==> src/core/uaia_defines.vh <==
// Constants for the USB audio interrupt aggregator
`ifndef UAIA_DEFINES_VH
`define UAIA_DEFINES_VH
// Register indexes (word address on the plain register port)
`define UAIA_A_USB_STATUS 4'h0
`define UAIA_A_USB_CONTROL 4'h1
`define UAIA_A_VECTOR 4'h2
`define UAIA_A_EP_IN_STAT 4'h3
`define UAIA_A_EP_OUT_STAT 4'h4
`define UAIA_A_EP_IN_MASK 4'h5
`define UAIA_A_EP_OUT_MASK 4'h6
`define UAIA_A_USB_MASK 4'h7
`define UAIA_A_CODEC_CTRL 4'h8
`define UAIA_A_CODEC_ADDR 4'h9
`define UAIA_A_CODEC_DATL 4'ha
`define UAIA_A_CODEC_DATH 4'hb
`define UAIA_A_MISC_MASK 4'hc
`define UAIA_A_PENDING 4'hd
// Status register bit positions
`define UAIA_B_RST 0
`define UAIA_B_SUS 1
`define UAIA_B_RES 2
`define UAIA_B_SOF 3
`define UAIA_B_PSEUDO_FRAME_FLAG 4
`define UAIA_B_SETUP 5
`define UAIA_B_SETUP_OVERWRITE_FLAG 6
// Control register bits
`define UAIA_B_FRST_EN 0
`define UAIA_B_P3B3_GPIO 1
// Codec control / status bits
`define UAIA_B_TXE 0
`define UAIA_B_RXF 1
// Codec address register direction bit
`define UAIA_B_DIR 7
// Misc source numbering in vector and misc mask
`define UAIA_M_CTX 0
`define UAIA_M_CRX 1
`define UAIA_M_DMA0 2
`define UAIA_M_DMA1 3
`define UAIA_M_EXTERNAL_IRQ_PIN 4
// Vector codes: 0x00-0x07 IN ep, 0x08-0x0f OUT ep, then these
`define UAIA_V_EP_OUT_BASE 8'h08
`define UAIA_V_USB_BASE 8'h10
`define UAIA_V_MISC_BASE 8'h18
`define UAIA_V_WIDTH 8
// Timing
`define UAIA_CLK_HZ 25000000
`define UAIA_SUSPEND_US 5000
`define UAIA_FRAME_US 1000
`endif

==> src/core/uaia_top.v <==
// Interrupt aggregation, status flags and codec secondary-port handshake
`include "uaia_defines.vh"

module uaia_top #(
  parameter N_EP = 8,
  parameter SUSPEND_CYC = (`UAIA_CLK_HZ / 1000000) * `UAIA_SUSPEND_US,
  parameter FRAME_CYC = (`UAIA_CLK_HZ / 1000000) * `UAIA_FRAME_US
) (
  input wire mclk,
  input wire rst_n,
  input wire [3:0] reg_addr,
  input wire [7:0] reg_wdata,
  input wire reg_wr,
  input wire reg_rd,
  output reg [7:0] reg_rdata_q,
  input wire [N_EP-1:0] ep_in_ack,
  input wire [N_EP-1:0] ep_in_iso,
  input wire [N_EP-1:0] ep_out_done,
  input wire [N_EP-1:0] ep_out_iso,
  input wire usb_bus_reset,
  input wire usb_bus_idle,
  input wire sof_rcvd,
  input wire setup_ok,
  input wire dma0_done,
  input wire dma1_done,
  input wire external_irq_pin_n,
  input wire core_irq_b_src,
  input wire codec_frame,
  input wire codec_tx_taken,
  input wire codec_rx_valid,
  input wire [15:0] codec_rx_data,
  output reg codec_tx_req_q,
  output reg codec_rx_req_q,
  output reg [7:0] codec_slot_addr_q,
  output reg [15:0] codec_slot_data_q,
  output reg port3_bit2_q,
  output reg port3_bit3_q,
  output reg usb_logic_reset_q,
  output reg global_reset_q,
  output reg reset_output_pin_q
);

  // ****************************************************************
  // Reset release
  // ****************************************************************
  reg [1:0] rst_sync_q;
  wire rst_i_n = rst_sync_q[1];

  // Two stages so release never lands near an edge
  always @(posedge mclk or negedge rst_n)
  begin
    if (!rst_n)
      rst_sync_q <= 2'b00;
    else
      rst_sync_q <= {rst_sync_q[0], 1'b1};
  end

  // ****************************************************************
  // Register storage
  // ****************************************************************
  reg [6:0] usb_status_reg_q;
  reg [1:0] usb_control_reg_q;
  reg [N_EP-1:0] ep_in_pend_q;
  reg [N_EP-1:0] ep_out_pend_q;
  reg [N_EP-1:0] ep_in_mask_q;
  reg [N_EP-1:0] ep_out_mask_q;
  reg [6:0] usb_mask_q;
  reg [4:0] misc_mask_q;
  reg [4:0] misc_pend_q;
  reg [1:0] codec_port_ctrl_status_q;
  reg [7:0] codec_secondary_addr_reg_q;
  reg [7:0] codec_secondary_data_low_q;
  reg [7:0] codec_secondary_data_high_q;
  reg [2:0] sof_miss_pend_q;
  reg suspended_q;
  reg [31:0] idle_cnt_q;
  reg [31:0] frame_cnt_q;
  reg [2:0] external_irq_pin_sync_q;
  reg rd_phase_q;

  wire vec_wr = reg_wr && (reg_addr == `UAIA_A_VECTOR);
  wire [7:0] vec = reg_wdata;

  // Clear pulses decoded from the vector write
  wire [N_EP-1:0] clr_in;
  wire [N_EP-1:0] clr_out;
  wire [6:0] clr_usb;
  wire [4:0] clr_misc;
  genvar gi;
  generate
    for (gi = 0; gi < N_EP; gi = gi + 1)
    begin : g_ep_clr
      assign clr_in[gi] = vec_wr && (vec == gi);
      assign clr_out[gi] = vec_wr && (vec == `UAIA_V_EP_OUT_BASE + gi);
    end
    for (gi = 0; gi < 7; gi = gi + 1)
    begin : g_usb_clr
      assign clr_usb[gi] = vec_wr && (vec == `UAIA_V_USB_BASE + gi);
    end
    for (gi = 0; gi < 5; gi = gi + 1)
    begin : g_misc_clr
      assign clr_misc[gi] = vec_wr && (vec == `UAIA_V_MISC_BASE + gi);
    end
  endgenerate

  // ****************************************************************
  // External pin synchroniser and fall detect
  // ****************************************************************
  // Stage 0 feeds stage 1 only; the edge is taken from stages 1 and 2
  always @(posedge mclk or negedge rst_i_n)
  begin
    if (!rst_i_n)
      external_irq_pin_sync_q <= 3'b111;
    else
      external_irq_pin_sync_q <= {external_irq_pin_sync_q[1:0], external_irq_pin_n};
  end
  wire external_irq_pin_fall = external_irq_pin_sync_q[2] && !external_irq_pin_sync_q[1];

  // ****************************************************************
  // Endpoint pending bits
  // ****************************************************************
  // Set beats clear when both arrive together
  always @(posedge mclk or negedge rst_i_n)
  begin
    if (!rst_i_n)
    begin
      ep_in_pend_q <= {N_EP{1'b0}};
      ep_out_pend_q <= {N_EP{1'b0}};
    end
    else if (usb_status_reg_q[`UAIA_B_RST])
    begin
      ep_in_pend_q <= {N_EP{1'b0}};
      ep_out_pend_q <= {N_EP{1'b0}};
    end
    else
    begin
      ep_in_pend_q <= (ep_in_pend_q & ~clr_in) | (ep_in_ack & ~ep_in_iso);
      ep_out_pend_q <= (ep_out_pend_q & ~clr_out) |
                       (ep_out_done & ~ep_out_iso);
    end
  end

  // ****************************************************************
  // Suspend, frame timers
  // ****************************************************************
  // Idle counter saturates so one long idle gives one suspend event
  wire sus_hit = usb_bus_idle && (idle_cnt_q == SUSPEND_CYC);
  wire pseudo_frame_flag_hit = !sof_rcvd && (frame_cnt_q == FRAME_CYC);
  always @(posedge mclk or negedge rst_i_n)
  begin
    if (!rst_i_n)
    begin
      idle_cnt_q <= 32'h0000_0000;
      frame_cnt_q <= 32'h0000_0000;
      suspended_q <= 1'b0;
    end
    else if (usb_status_reg_q[`UAIA_B_RST])
    begin
      // Bus reset is USB logic reset: timers restart afterwards
      idle_cnt_q <= 32'h0000_0000;
      frame_cnt_q <= 32'h0000_0000;
      suspended_q <= 1'b0;
    end
    else
    begin
      if (!usb_bus_idle)
        idle_cnt_q <= 32'h0000_0000;
      else if (idle_cnt_q <= SUSPEND_CYC)
        idle_cnt_q <= idle_cnt_q + 32'h0000_0001;
      // Restarts after a pseudo frame to keep a 1 ms cadence
      if (sof_rcvd || pseudo_frame_flag_hit)
        frame_cnt_q <= 32'h0000_0000;
      else
        frame_cnt_q <= frame_cnt_q + 32'h0000_0001;
      if (sus_hit)
        suspended_q <= 1'b1;
      else if (!usb_bus_idle)
        suspended_q <= 1'b0;
    end
  end
  wire res_hit = suspended_q && !usb_bus_idle;

  // ****************************************************************
  // USB status flags
  // ****************************************************************
  reg [6:0] usb_set;
  always @*
  begin
    usb_set = 7'h00;
    usb_set[`UAIA_B_RST] = usb_bus_reset;
    usb_set[`UAIA_B_SUS] = sus_hit;
    usb_set[`UAIA_B_RES] = res_hit;
    usb_set[`UAIA_B_SOF] = sof_rcvd;
    usb_set[`UAIA_B_PSEUDO_FRAME_FLAG] = pseudo_frame_flag_hit;
    // Second setup while flag held goes to overwrite only
    usb_set[`UAIA_B_SETUP] = setup_ok && !usb_status_reg_q[`UAIA_B_SETUP];
    usb_set[`UAIA_B_SETUP_OVERWRITE_FLAG] = setup_ok && usb_status_reg_q[`UAIA_B_SETUP];
  end

  // Global reset wipes the whole status register, flag included
  always @(posedge mclk or negedge rst_i_n)
  begin
    if (!rst_i_n)
      usb_status_reg_q <= 7'h00;
    else if (global_reset_q)
      usb_status_reg_q <= 7'h00;
    else
      usb_status_reg_q <= (usb_status_reg_q & ~clr_usb) | usb_set;
  end

  // ****************************************************************
  // Reset outputs
  // ****************************************************************
  always @(posedge mclk or negedge rst_i_n)
  begin
    if (!rst_i_n)
    begin
      usb_logic_reset_q <= 1'b0;
      global_reset_q <= 1'b0;
      reset_output_pin_q <= 1'b0;
    end
    else
    begin
      usb_logic_reset_q <= usb_status_reg_q[`UAIA_B_RST];
      global_reset_q <= usb_status_reg_q[`UAIA_B_RST] &&
                        usb_control_reg_q[`UAIA_B_FRST_EN];
      reset_output_pin_q <= usb_status_reg_q[`UAIA_B_RST] &&
                            usb_control_reg_q[`UAIA_B_FRST_EN];
    end
  end

  // ****************************************************************
  // Misc pending: codec, DMA, external pin
  // ****************************************************************
  wire [4:0] misc_set = {external_irq_pin_fall, dma1_done, dma0_done,
                         codec_rx_valid && rd_phase_q,
                         codec_tx_req_q && codec_tx_taken};
  always @(posedge mclk or negedge rst_i_n)
  begin
    if (!rst_i_n)
      misc_pend_q <= 5'h00;
    else
      misc_pend_q <= (misc_pend_q & ~clr_misc) | misc_set;
  end

  // ****************************************************************
  // Codec secondary port
  // ****************************************************************
  wire addr_wr = reg_wr && (reg_addr == `UAIA_A_CODEC_ADDR);
  wire datl_rd = reg_rd && (reg_addr == `UAIA_A_CODEC_DATL);
  always @(posedge mclk or negedge rst_i_n)
  begin
    if (!rst_i_n)
    begin
      codec_port_ctrl_status_q <= 2'b01;
      codec_secondary_addr_reg_q <= 8'h00;
      codec_secondary_data_low_q <= 8'h00;
      codec_secondary_data_high_q <= 8'h00;
      codec_tx_req_q <= 1'b0;
      codec_rx_req_q <= 1'b0;
      codec_slot_addr_q <= 8'h00;
      codec_slot_data_q <= 16'h0000;
      rd_phase_q <= 1'b0;
    end
    else
    begin
      if (reg_wr && reg_addr == `UAIA_A_CODEC_DATL)
        codec_secondary_data_low_q <= reg_wdata;
      else if (codec_rx_valid && rd_phase_q)
        codec_secondary_data_low_q <= codec_rx_data[7:0];
      if (reg_wr && reg_addr == `UAIA_A_CODEC_DATH)
        codec_secondary_data_high_q <= reg_wdata;
      else if (codec_rx_valid && rd_phase_q)
        codec_secondary_data_high_q <= codec_rx_data[15:8];
      if (addr_wr)
        codec_secondary_addr_reg_q <= reg_wdata;
      // Transmit-empty: cleared by an address write with DIR low, set on codec accept
      if (codec_tx_req_q && codec_tx_taken)
        codec_port_ctrl_status_q[`UAIA_B_TXE] <= 1'b1;
      else if (addr_wr && !reg_wdata[`UAIA_B_DIR])
        codec_port_ctrl_status_q[`UAIA_B_TXE] <= 1'b0;
      // Receive-full: new data wins over a same-cycle read
      if (codec_rx_valid && rd_phase_q)
        codec_port_ctrl_status_q[`UAIA_B_RXF] <= 1'b1;
      else if (datl_rd)
        codec_port_ctrl_status_q[`UAIA_B_RXF] <= 1'b0;
      // Request waits for next frame boundary; slot placed by port
      if (addr_wr)
      begin
        codec_slot_addr_q <= reg_wdata;
        codec_slot_data_q <= {codec_secondary_data_high_q,
                              codec_secondary_data_low_q};
      end
      if (addr_wr && !reg_wdata[`UAIA_B_DIR])
        codec_tx_req_q <= 1'b1;
      else if (codec_tx_taken)
        codec_tx_req_q <= 1'b0;
      if (addr_wr && reg_wdata[`UAIA_B_DIR])
        codec_rx_req_q <= 1'b1;
      else if (codec_frame && codec_rx_req_q)
        codec_rx_req_q <= 1'b0;
      // Data accepted only in the frame after the address went out
      if (codec_frame && codec_rx_req_q)
        rd_phase_q <= 1'b1;
      else if (codec_rx_valid)
        rd_phase_q <= 1'b0;
    end
  end

  // ****************************************************************
  // Masks and control
  // ****************************************************************
  always @(posedge mclk or negedge rst_i_n)
  begin
    if (!rst_i_n)
    begin
      usb_control_reg_q <= 2'b00;
      ep_in_mask_q <= {N_EP{1'b0}};
      ep_out_mask_q <= {N_EP{1'b0}};
      usb_mask_q <= 7'h00;
      misc_mask_q <= 5'h00;
    end
    else if (reg_wr)
    begin
      if (reg_addr == `UAIA_A_USB_CONTROL)
        usb_control_reg_q <= reg_wdata[1:0];
      else if (reg_addr == `UAIA_A_EP_IN_MASK)
        ep_in_mask_q <= reg_wdata[N_EP-1:0];
      else if (reg_addr == `UAIA_A_EP_OUT_MASK)
        ep_out_mask_q <= reg_wdata[N_EP-1:0];
      else if (reg_addr == `UAIA_A_USB_MASK)
        usb_mask_q <= reg_wdata[6:0];
      else if (reg_addr == `UAIA_A_MISC_MASK)
        misc_mask_q <= reg_wdata[4:0];
    end
  end

  // ****************************************************************
  // Combined interrupt lines
  // ****************************************************************
  // Mask bit 1 enables; reset flag only interrupts when function reset is disabled
  wire [6:0] usb_irq_src = usb_status_reg_q &
    {6'h3f, ~usb_control_reg_q[`UAIA_B_FRST_EN]};
  wire any_irq = |(ep_in_pend_q & ep_in_mask_q) |
                 |(ep_out_pend_q & ep_out_mask_q) |
                 |(usb_irq_src & usb_mask_q) |
                 |(misc_pend_q & misc_mask_q);
  // Lines are active low into the core port
  always @(posedge mclk or negedge rst_i_n)
  begin
    if (!rst_i_n)
    begin
      port3_bit2_q <= 1'b1;
      port3_bit3_q <= 1'b1;
    end
    else
    begin
      port3_bit2_q <= ~any_irq;
      port3_bit3_q <= usb_control_reg_q[`UAIA_B_P3B3_GPIO] ? 1'b1 :
                      core_irq_b_src;
    end
  end

  // ****************************************************************
  // Register read port
  // ****************************************************************
  // Unmapped reads return zero; data valid one cycle after strobe
  always @(posedge mclk or negedge rst_i_n)
  begin
    if (!rst_i_n)
      reg_rdata_q <= 8'h00;
    else if (!reg_rd)
      reg_rdata_q <= 8'h00;
    else if (reg_addr == `UAIA_A_USB_STATUS)
      reg_rdata_q <= {1'b0, usb_status_reg_q};
    else if (reg_addr == `UAIA_A_USB_CONTROL)
      reg_rdata_q <= {6'h00, usb_control_reg_q};
    else if (reg_addr == `UAIA_A_EP_IN_STAT)
      reg_rdata_q <= ep_in_pend_q;
    else if (reg_addr == `UAIA_A_EP_OUT_STAT)
      reg_rdata_q <= ep_out_pend_q;
    else if (reg_addr == `UAIA_A_EP_IN_MASK)
      reg_rdata_q <= ep_in_mask_q;
    else if (reg_addr == `UAIA_A_EP_OUT_MASK)
      reg_rdata_q <= ep_out_mask_q;
    else if (reg_addr == `UAIA_A_USB_MASK)
      reg_rdata_q <= {1'b0, usb_mask_q};
    else if (reg_addr == `UAIA_A_CODEC_CTRL)
      reg_rdata_q <= {6'h00, codec_port_ctrl_status_q};
    else if (reg_addr == `UAIA_A_CODEC_ADDR)
      reg_rdata_q <= codec_secondary_addr_reg_q;
    else if (reg_addr == `UAIA_A_CODEC_DATL)
      reg_rdata_q <= codec_secondary_data_low_q;
    else if (reg_addr == `UAIA_A_CODEC_DATH)
      reg_rdata_q <= codec_secondary_data_high_q;
    else if (reg_addr == `UAIA_A_MISC_MASK)
      reg_rdata_q <= {3'h0, misc_mask_q};
    else if (reg_addr == `UAIA_A_PENDING)
      reg_rdata_q <= {3'h0, misc_pend_q};
    else
      reg_rdata_q <= 8'h00;
  end

endmodule // uaia_top

==> config.mk <==
export PLATFORM = sky130hd
export DESIGN_NAME = uaia_top
export DESIGN_NICKNAME = d
export VERILOG_FILES = /design/src/core/uaia_top.v
export VERILOG_INCLUDE_DIRS = /design/src /design/src/core
export SDC_FILE = /design/constraint.sdc
export NUM_CORES = 1
export LEC_CHECK = 0
export BUFFER_PORTS_ARGS = -buffer_cell sky130_fd_sc_hd__buf_2
export CORE_UTILIZATION = 52
export CTS_CLUSTER_DIAMETER = 60
export CTS_CLUSTER_SIZE = 24
export DETAILED_ROUTE_END_ITERATION = 16
export PLACE_DENSITY_LB_ADDON = 0.25
export SYNTH_ARGS = -nofsm -noshare
export SYNTH_HDL_FRONTEND = slang
export SYNTH_SLANG_ARGS = --single-unit
==> constraint.sdc <==
create_clock -name mclk -period 5.5 [get_ports mclk]
set_input_delay 1.1 -clock mclk [delete_from_list [all_inputs] [get_ports mclk]]
set_output_delay 1.1 -clock mclk [all_outputs]
set_load 0.02 [all_outputs]
-- Word level (Yosys, flattened, before mapping)
Cells that the tools add are included.
- flip-flop bits (word level): 185
- input port bits: 75
- output and inout bits: 39
- word-level logic and storage cells: 214
- add/sub/neg operators: 2
- $lt $le $gt $ge: 1
- eq/ne operators: 44
- multiplexer cells: 40
- bitwise gates (word level): 30
- reduce and logical (&&, ||, !) cells: 69
- operator list (kind ; count):
    $mux 32 ; 5
    $mux 8 ; 18
    $eq 8x5->1 const B ; 12
    $add 32x1->32 const B ; 2
    $eq 8x4->1 const B ; 8
    $and 8x8->8 ; 6
    $logic_and 1x1->1 ; 45
    $eq 32x15->1 const B ; 1
    $eq 32x17->1 const B ; 1
    $eq 8x3->1 const B ; 4
    $le 32x17->1 const B ; 1
    $not 8->8 ; 4
    $eq 4x4->1 const B ; 6
    $and 7x7->7 ; 3
    $eq 4x3->1 const B ; 4
    $eq 8x2->1 const B ; 2
    $or 8x8->8 ; 2
    $reduce_or 8->1 ; 2
    $mux 1 ; 14
    $reduce_bool 2->1 ; 7
    $and 5x5->5 ; 2
    $mux 5 ; 2
    $eq 4x2->1 const B ; 2
    $eq 8x1->1 const B ; 1
    20 further kinds ; 32

-- Depth between registers and ports, before layout
- word-level depth: 15
- mapped depth: 9

-- Least setup slack after synthesis
Ideal clock, no wire load.
- kind: input port to flip-flop
- start point: input port reg_addr[1]
- end point: register codec_secondary_addr_reg_q[4]
- arrival: 2688 ps
- path slack: 2688 ps
- cell stages on the path: 8
- path buffers: 4
- cells stage by stage: clkbuf_1 nor2b_1 clkbuf_1 nand2_1 or2_2 clkbuf_1 clkbuf_1 mux2_2
- cells in the longest elaborated chain, start to end: 2
- RTL lines (element ; line ; RTL):
    start, declared ; uaia_top.v:11 ; input wire [3:0] reg_addr,
    $eq 4x4->1 (no source line) ; -- ;
    $logic_and 1x1->1 ; uaia_top.v:249 ; wire addr_wr = reg_wr && (reg_addr == `UAIA_A_CODEC_ADDR);
    end signal, assigned ; uaia_top.v:276 ; codec_secondary_addr_reg_q <= reg_wdata;
    end, declared ; uaia_top.v:71 ; reg [7:0] codec_secondary_addr_reg_q;
No other way between the ends.
A chain may end at the register's enable or synchronous reset.

-- Worst setup path in the final report
- start point: input port reg_addr[0]
- end point: register ep_in_mask_q[5]
- cells in the longest elaborated chain, start to end: 3
- elaborated cells between the ends (all ways): 4
- classes of those cells: 2 x eq/ne; 1 x bitwise; 1 x reduce/logical
- RTL lines (element ; line ; RTL):
    $eq 4x1->1 (no source line) ; -- ;
    $not 1->1 (no source line) ; -- ;
    $reduce_and 3->1 (no source line) (*) ; -- ;
    end signal, assigned ; uaia_top.v:318 ; ep_in_mask_q <= {N_EP{1'b0}};
    end signal, assigned ; uaia_top.v:328 ; ep_in_mask_q <= reg_wdata[N_EP-1:0];
    end, declared ; uaia_top.v:65 ; reg [N_EP-1:0] ep_in_mask_q;
Mark *: on every way between the ends. The rest lies on a longest branch, timed or not.

==> impl_metrics.tcl <==
set metrics [dict create \
    synth_top_area_frac 0.504 \
    stdcell_count 1180 \
    ys_types 58 \
    cts_setup_buffers 0 \
    worst_pin_slew_ns 1.08 \
    fillerInstances 1432 \
    postSynthNetCount 936 \
    die_y_um 133 \
    dr_wl_met2_mm 10.5 \
    grtUsageTotal 0.265 \
    area_growth_pct 14.8 \
    synth.area.top_cells "dfrtp_1 50%, mux2_2 7.5%, a21oi_1 3.4%" \
    gp_congestion 0.962 \
    rows 47 \
    drv_cap 0 \
    period_needed_ns 3.14 \
    synth_edf_count 0 \
    cts_tree "done" \
    num_antenna_cells 0 \
    grt_pass1_vias 6847 \
    timing.rr.start "idle_cnt_q[9]" \
    fin_setup_tns_ns 0 \
    relSlewSlack 0.278 \
    holdPathEnd "rst_sync_q[1]" \
    cts_sinks 185 \
    drv_slew 0 \
    wl_per_cell_um 18.5 \
    total_power_w 0.00373 \
    antenna_found_initial 0 \
    setup_viol 0 \
    top_layer_used "met4" \
    yosysWarnings 0 \
    core_area_um2 16600 \
    drive_above_1_share 0.231 \
    clock_skew_ns 0.00721 \
    numCtsBuffers 17 \
    period_share 0.570 \
    drc_errors 0 \
    critPathRequiredTime_ns 5.82 \
    status "finished clean" \
    r2r_setup_slack_ns 2.82 \
    rr_endpoint "idle_cnt_q[7]" \
    dp_hpwl_mm 15.1 \
    hold_depth 0 \
    die_x_um 133 \
    grt_overflow 0 \
    io_buffers 113 \
    r2r.worst_path.cells 5 \
    cts_root_buffer "clkbuf_16" \
    peakVddDrop_mv 0.242 \
    grt_pass1_wl_mm 36.3 \
    critPathKind "input port to flop" \
    cp-end-kind "flop" \
    vias_per_cell 5.91 \
    hold_violations 0 \
    placed_cell_area_um2 9570 \
    arrival_ns 3.45 \
    synth_top_cell_by_area "dfrtp_1" \
    wl_met1_mm 9.63 \
    syn_avg_cell_area_um2 10.4 \
    yosysSeqAreaShare 0.522 \
    start_util 0.534 \
    cp_max_fo 45 \
    yosys_most_used_dff "dfrtp_1" \
    postRouteAntennaNets 0 \
    largestRegisters "frame_cnt_q (32), idle_cnt_q (32), codec_slot_data_q (16)" \
    routed_wl_mm 21.8 \
    mostFrequentLayoutCells "178 x dfrtp_1, 113 x buf_2, 80 x nor2_1" \
    firstDrtPassIters 5 \
    first_iter_violations 558 \
    place_inst 1148 \
    layout_commonest_cell "dfrtp_1" \
    htreeDepth 4 \
    final_area_um2 10200 \
    final_nets 1026 \
    syn_area_um2 8880 \
    pin_count 114 \
    p_leak_nw 4.52 \
    ys_ff_latch 185 \
    grt_max_degree 84 \
    min_from "rst_sync_q[0]" \
    max_freq_mhz 319 \
    worstSkewPairLatency_ns 0.43 \
    hold_class "flop to flop" \
    power.density_nw_per_um2 366 \
    netlist_instances 857 \
    rsz0062_at_grt "no" \
    synthArstFlopShare 1.00 \
    vias 6976 \
    met3_length_um 928 \
    post-route-util 0.612 \
    dieArea_um2 17600 \
    ctsResizeCount 0 \
    cts_max_path_buffers 2 \
    ctsHoldBuffers 0 \
    path_clk_slew_ns 0.06 \
    start_kind "input port" \
]
==> synthesized netlist by cell type, types with 5 or more instances <==
cell type  count
or4_1          9
nor4_1        15
xnor2_1       14
clkbuf_1      35
nor2b_1        8
o22ai_1        5
nand2_1       55
and4_1         5
xor2_1        17
nand3_1       20
dfstp_2        6
dfrtp_1      179
nor3_1        13
a22oi_1       13
nand2b_1      28
a22o_1         7
o21ai_0       49
nor2_1        80
mux2_2        59
or3_1         11
nand4_1       20
and3_1         9
buf_1          7
and2_1        20
o31ai_1        9
mux2i_1       28
a21oi_1       61
or2_2          5
inv_1         18
==> layer usage <==
metal | global-route usage | vias up
met1 | 0.355 | 3466
met3 | 0.0517 | 57
met2 | 0.417 | 191
met5 | 0 | -
li1 | - | 3262
met4 | 0.121 | 0
==> cell type report <==
class | count | area [µm²] | area share
flip-flops and latches | 185 | 4640 | 0.455
multi-input cells | 609 | 4000 | 0.393
repair buffers | 116 | 588 | 0.0577
clock buffers | 28 | 567 | 0.0556
well taps | 220 | 275 | 0.0270
inverters | 18 | 67.6 | 0.00663
clock inverters | 4 | 51.3 | 0.00503
==> worst max path at each step <==
| stage | start | end | slack (ns) |
|---|---|---|---|
| 2_1_floorplan | rst_sync_q[1] | codec_port_ctrl_status_q[1] | 2.45 |
| 3_5_place_dp | reg_addr[0] | ep_in_mask_q[5] | 1.94 |
| 6_report | reg_addr[0] | ep_in_mask_q[5] | 2.36 |
| 3_3_place_gp | reg_addr[0] | ep_in_mask_q[4] | 2.04 |
| 4_1_cts | reg_addr[0] | ep_in_mask_q[5] | 2.39 |
| 5_1_grt | reg_addr[0] | ep_in_mask_q[5] | 2.23 |
==> critical path: stages <==
cell,delay (ns)
buf_2,0.70
nor2b_1,0.47
nand2_1,0.22
nor2_1,0.54
mux2_2,0.41
==> logic make-up after synthesis <==
family	count (synthesis)	synth area share
AOI/OAI and AO/OA	175	0.122
adders and majority gates	4	0.00564
xor gates and xnor gates	31	0.0306
muxes	89	0.111
buffers and inverters	63	0.0273
other	1	0.000422
DFF	185	0.522
and+or+nand+nor	309	0.181
==> power by group <==
| group | switching (W) | internal (W) |
|---|---|---|
| Combinational | 0.000384 | 0.000304 |
| Sequential | 0.000205 | 0.00158 |
| Clock | 0.000506 | 0.000746 |
==> per-stage QoR <==
stage | worst slack, ns | hold slack [ns]
final | 2.36 | 0.354
after floorplan | 2.45 | 0.331
after CTS | 2.39 | 0.357
after detailed placement | 1.94 | 0.341
after global routing | 2.23 | 0.360
after global placement | 2.04 | 0.334
Power figures use the tool's default switching activity.
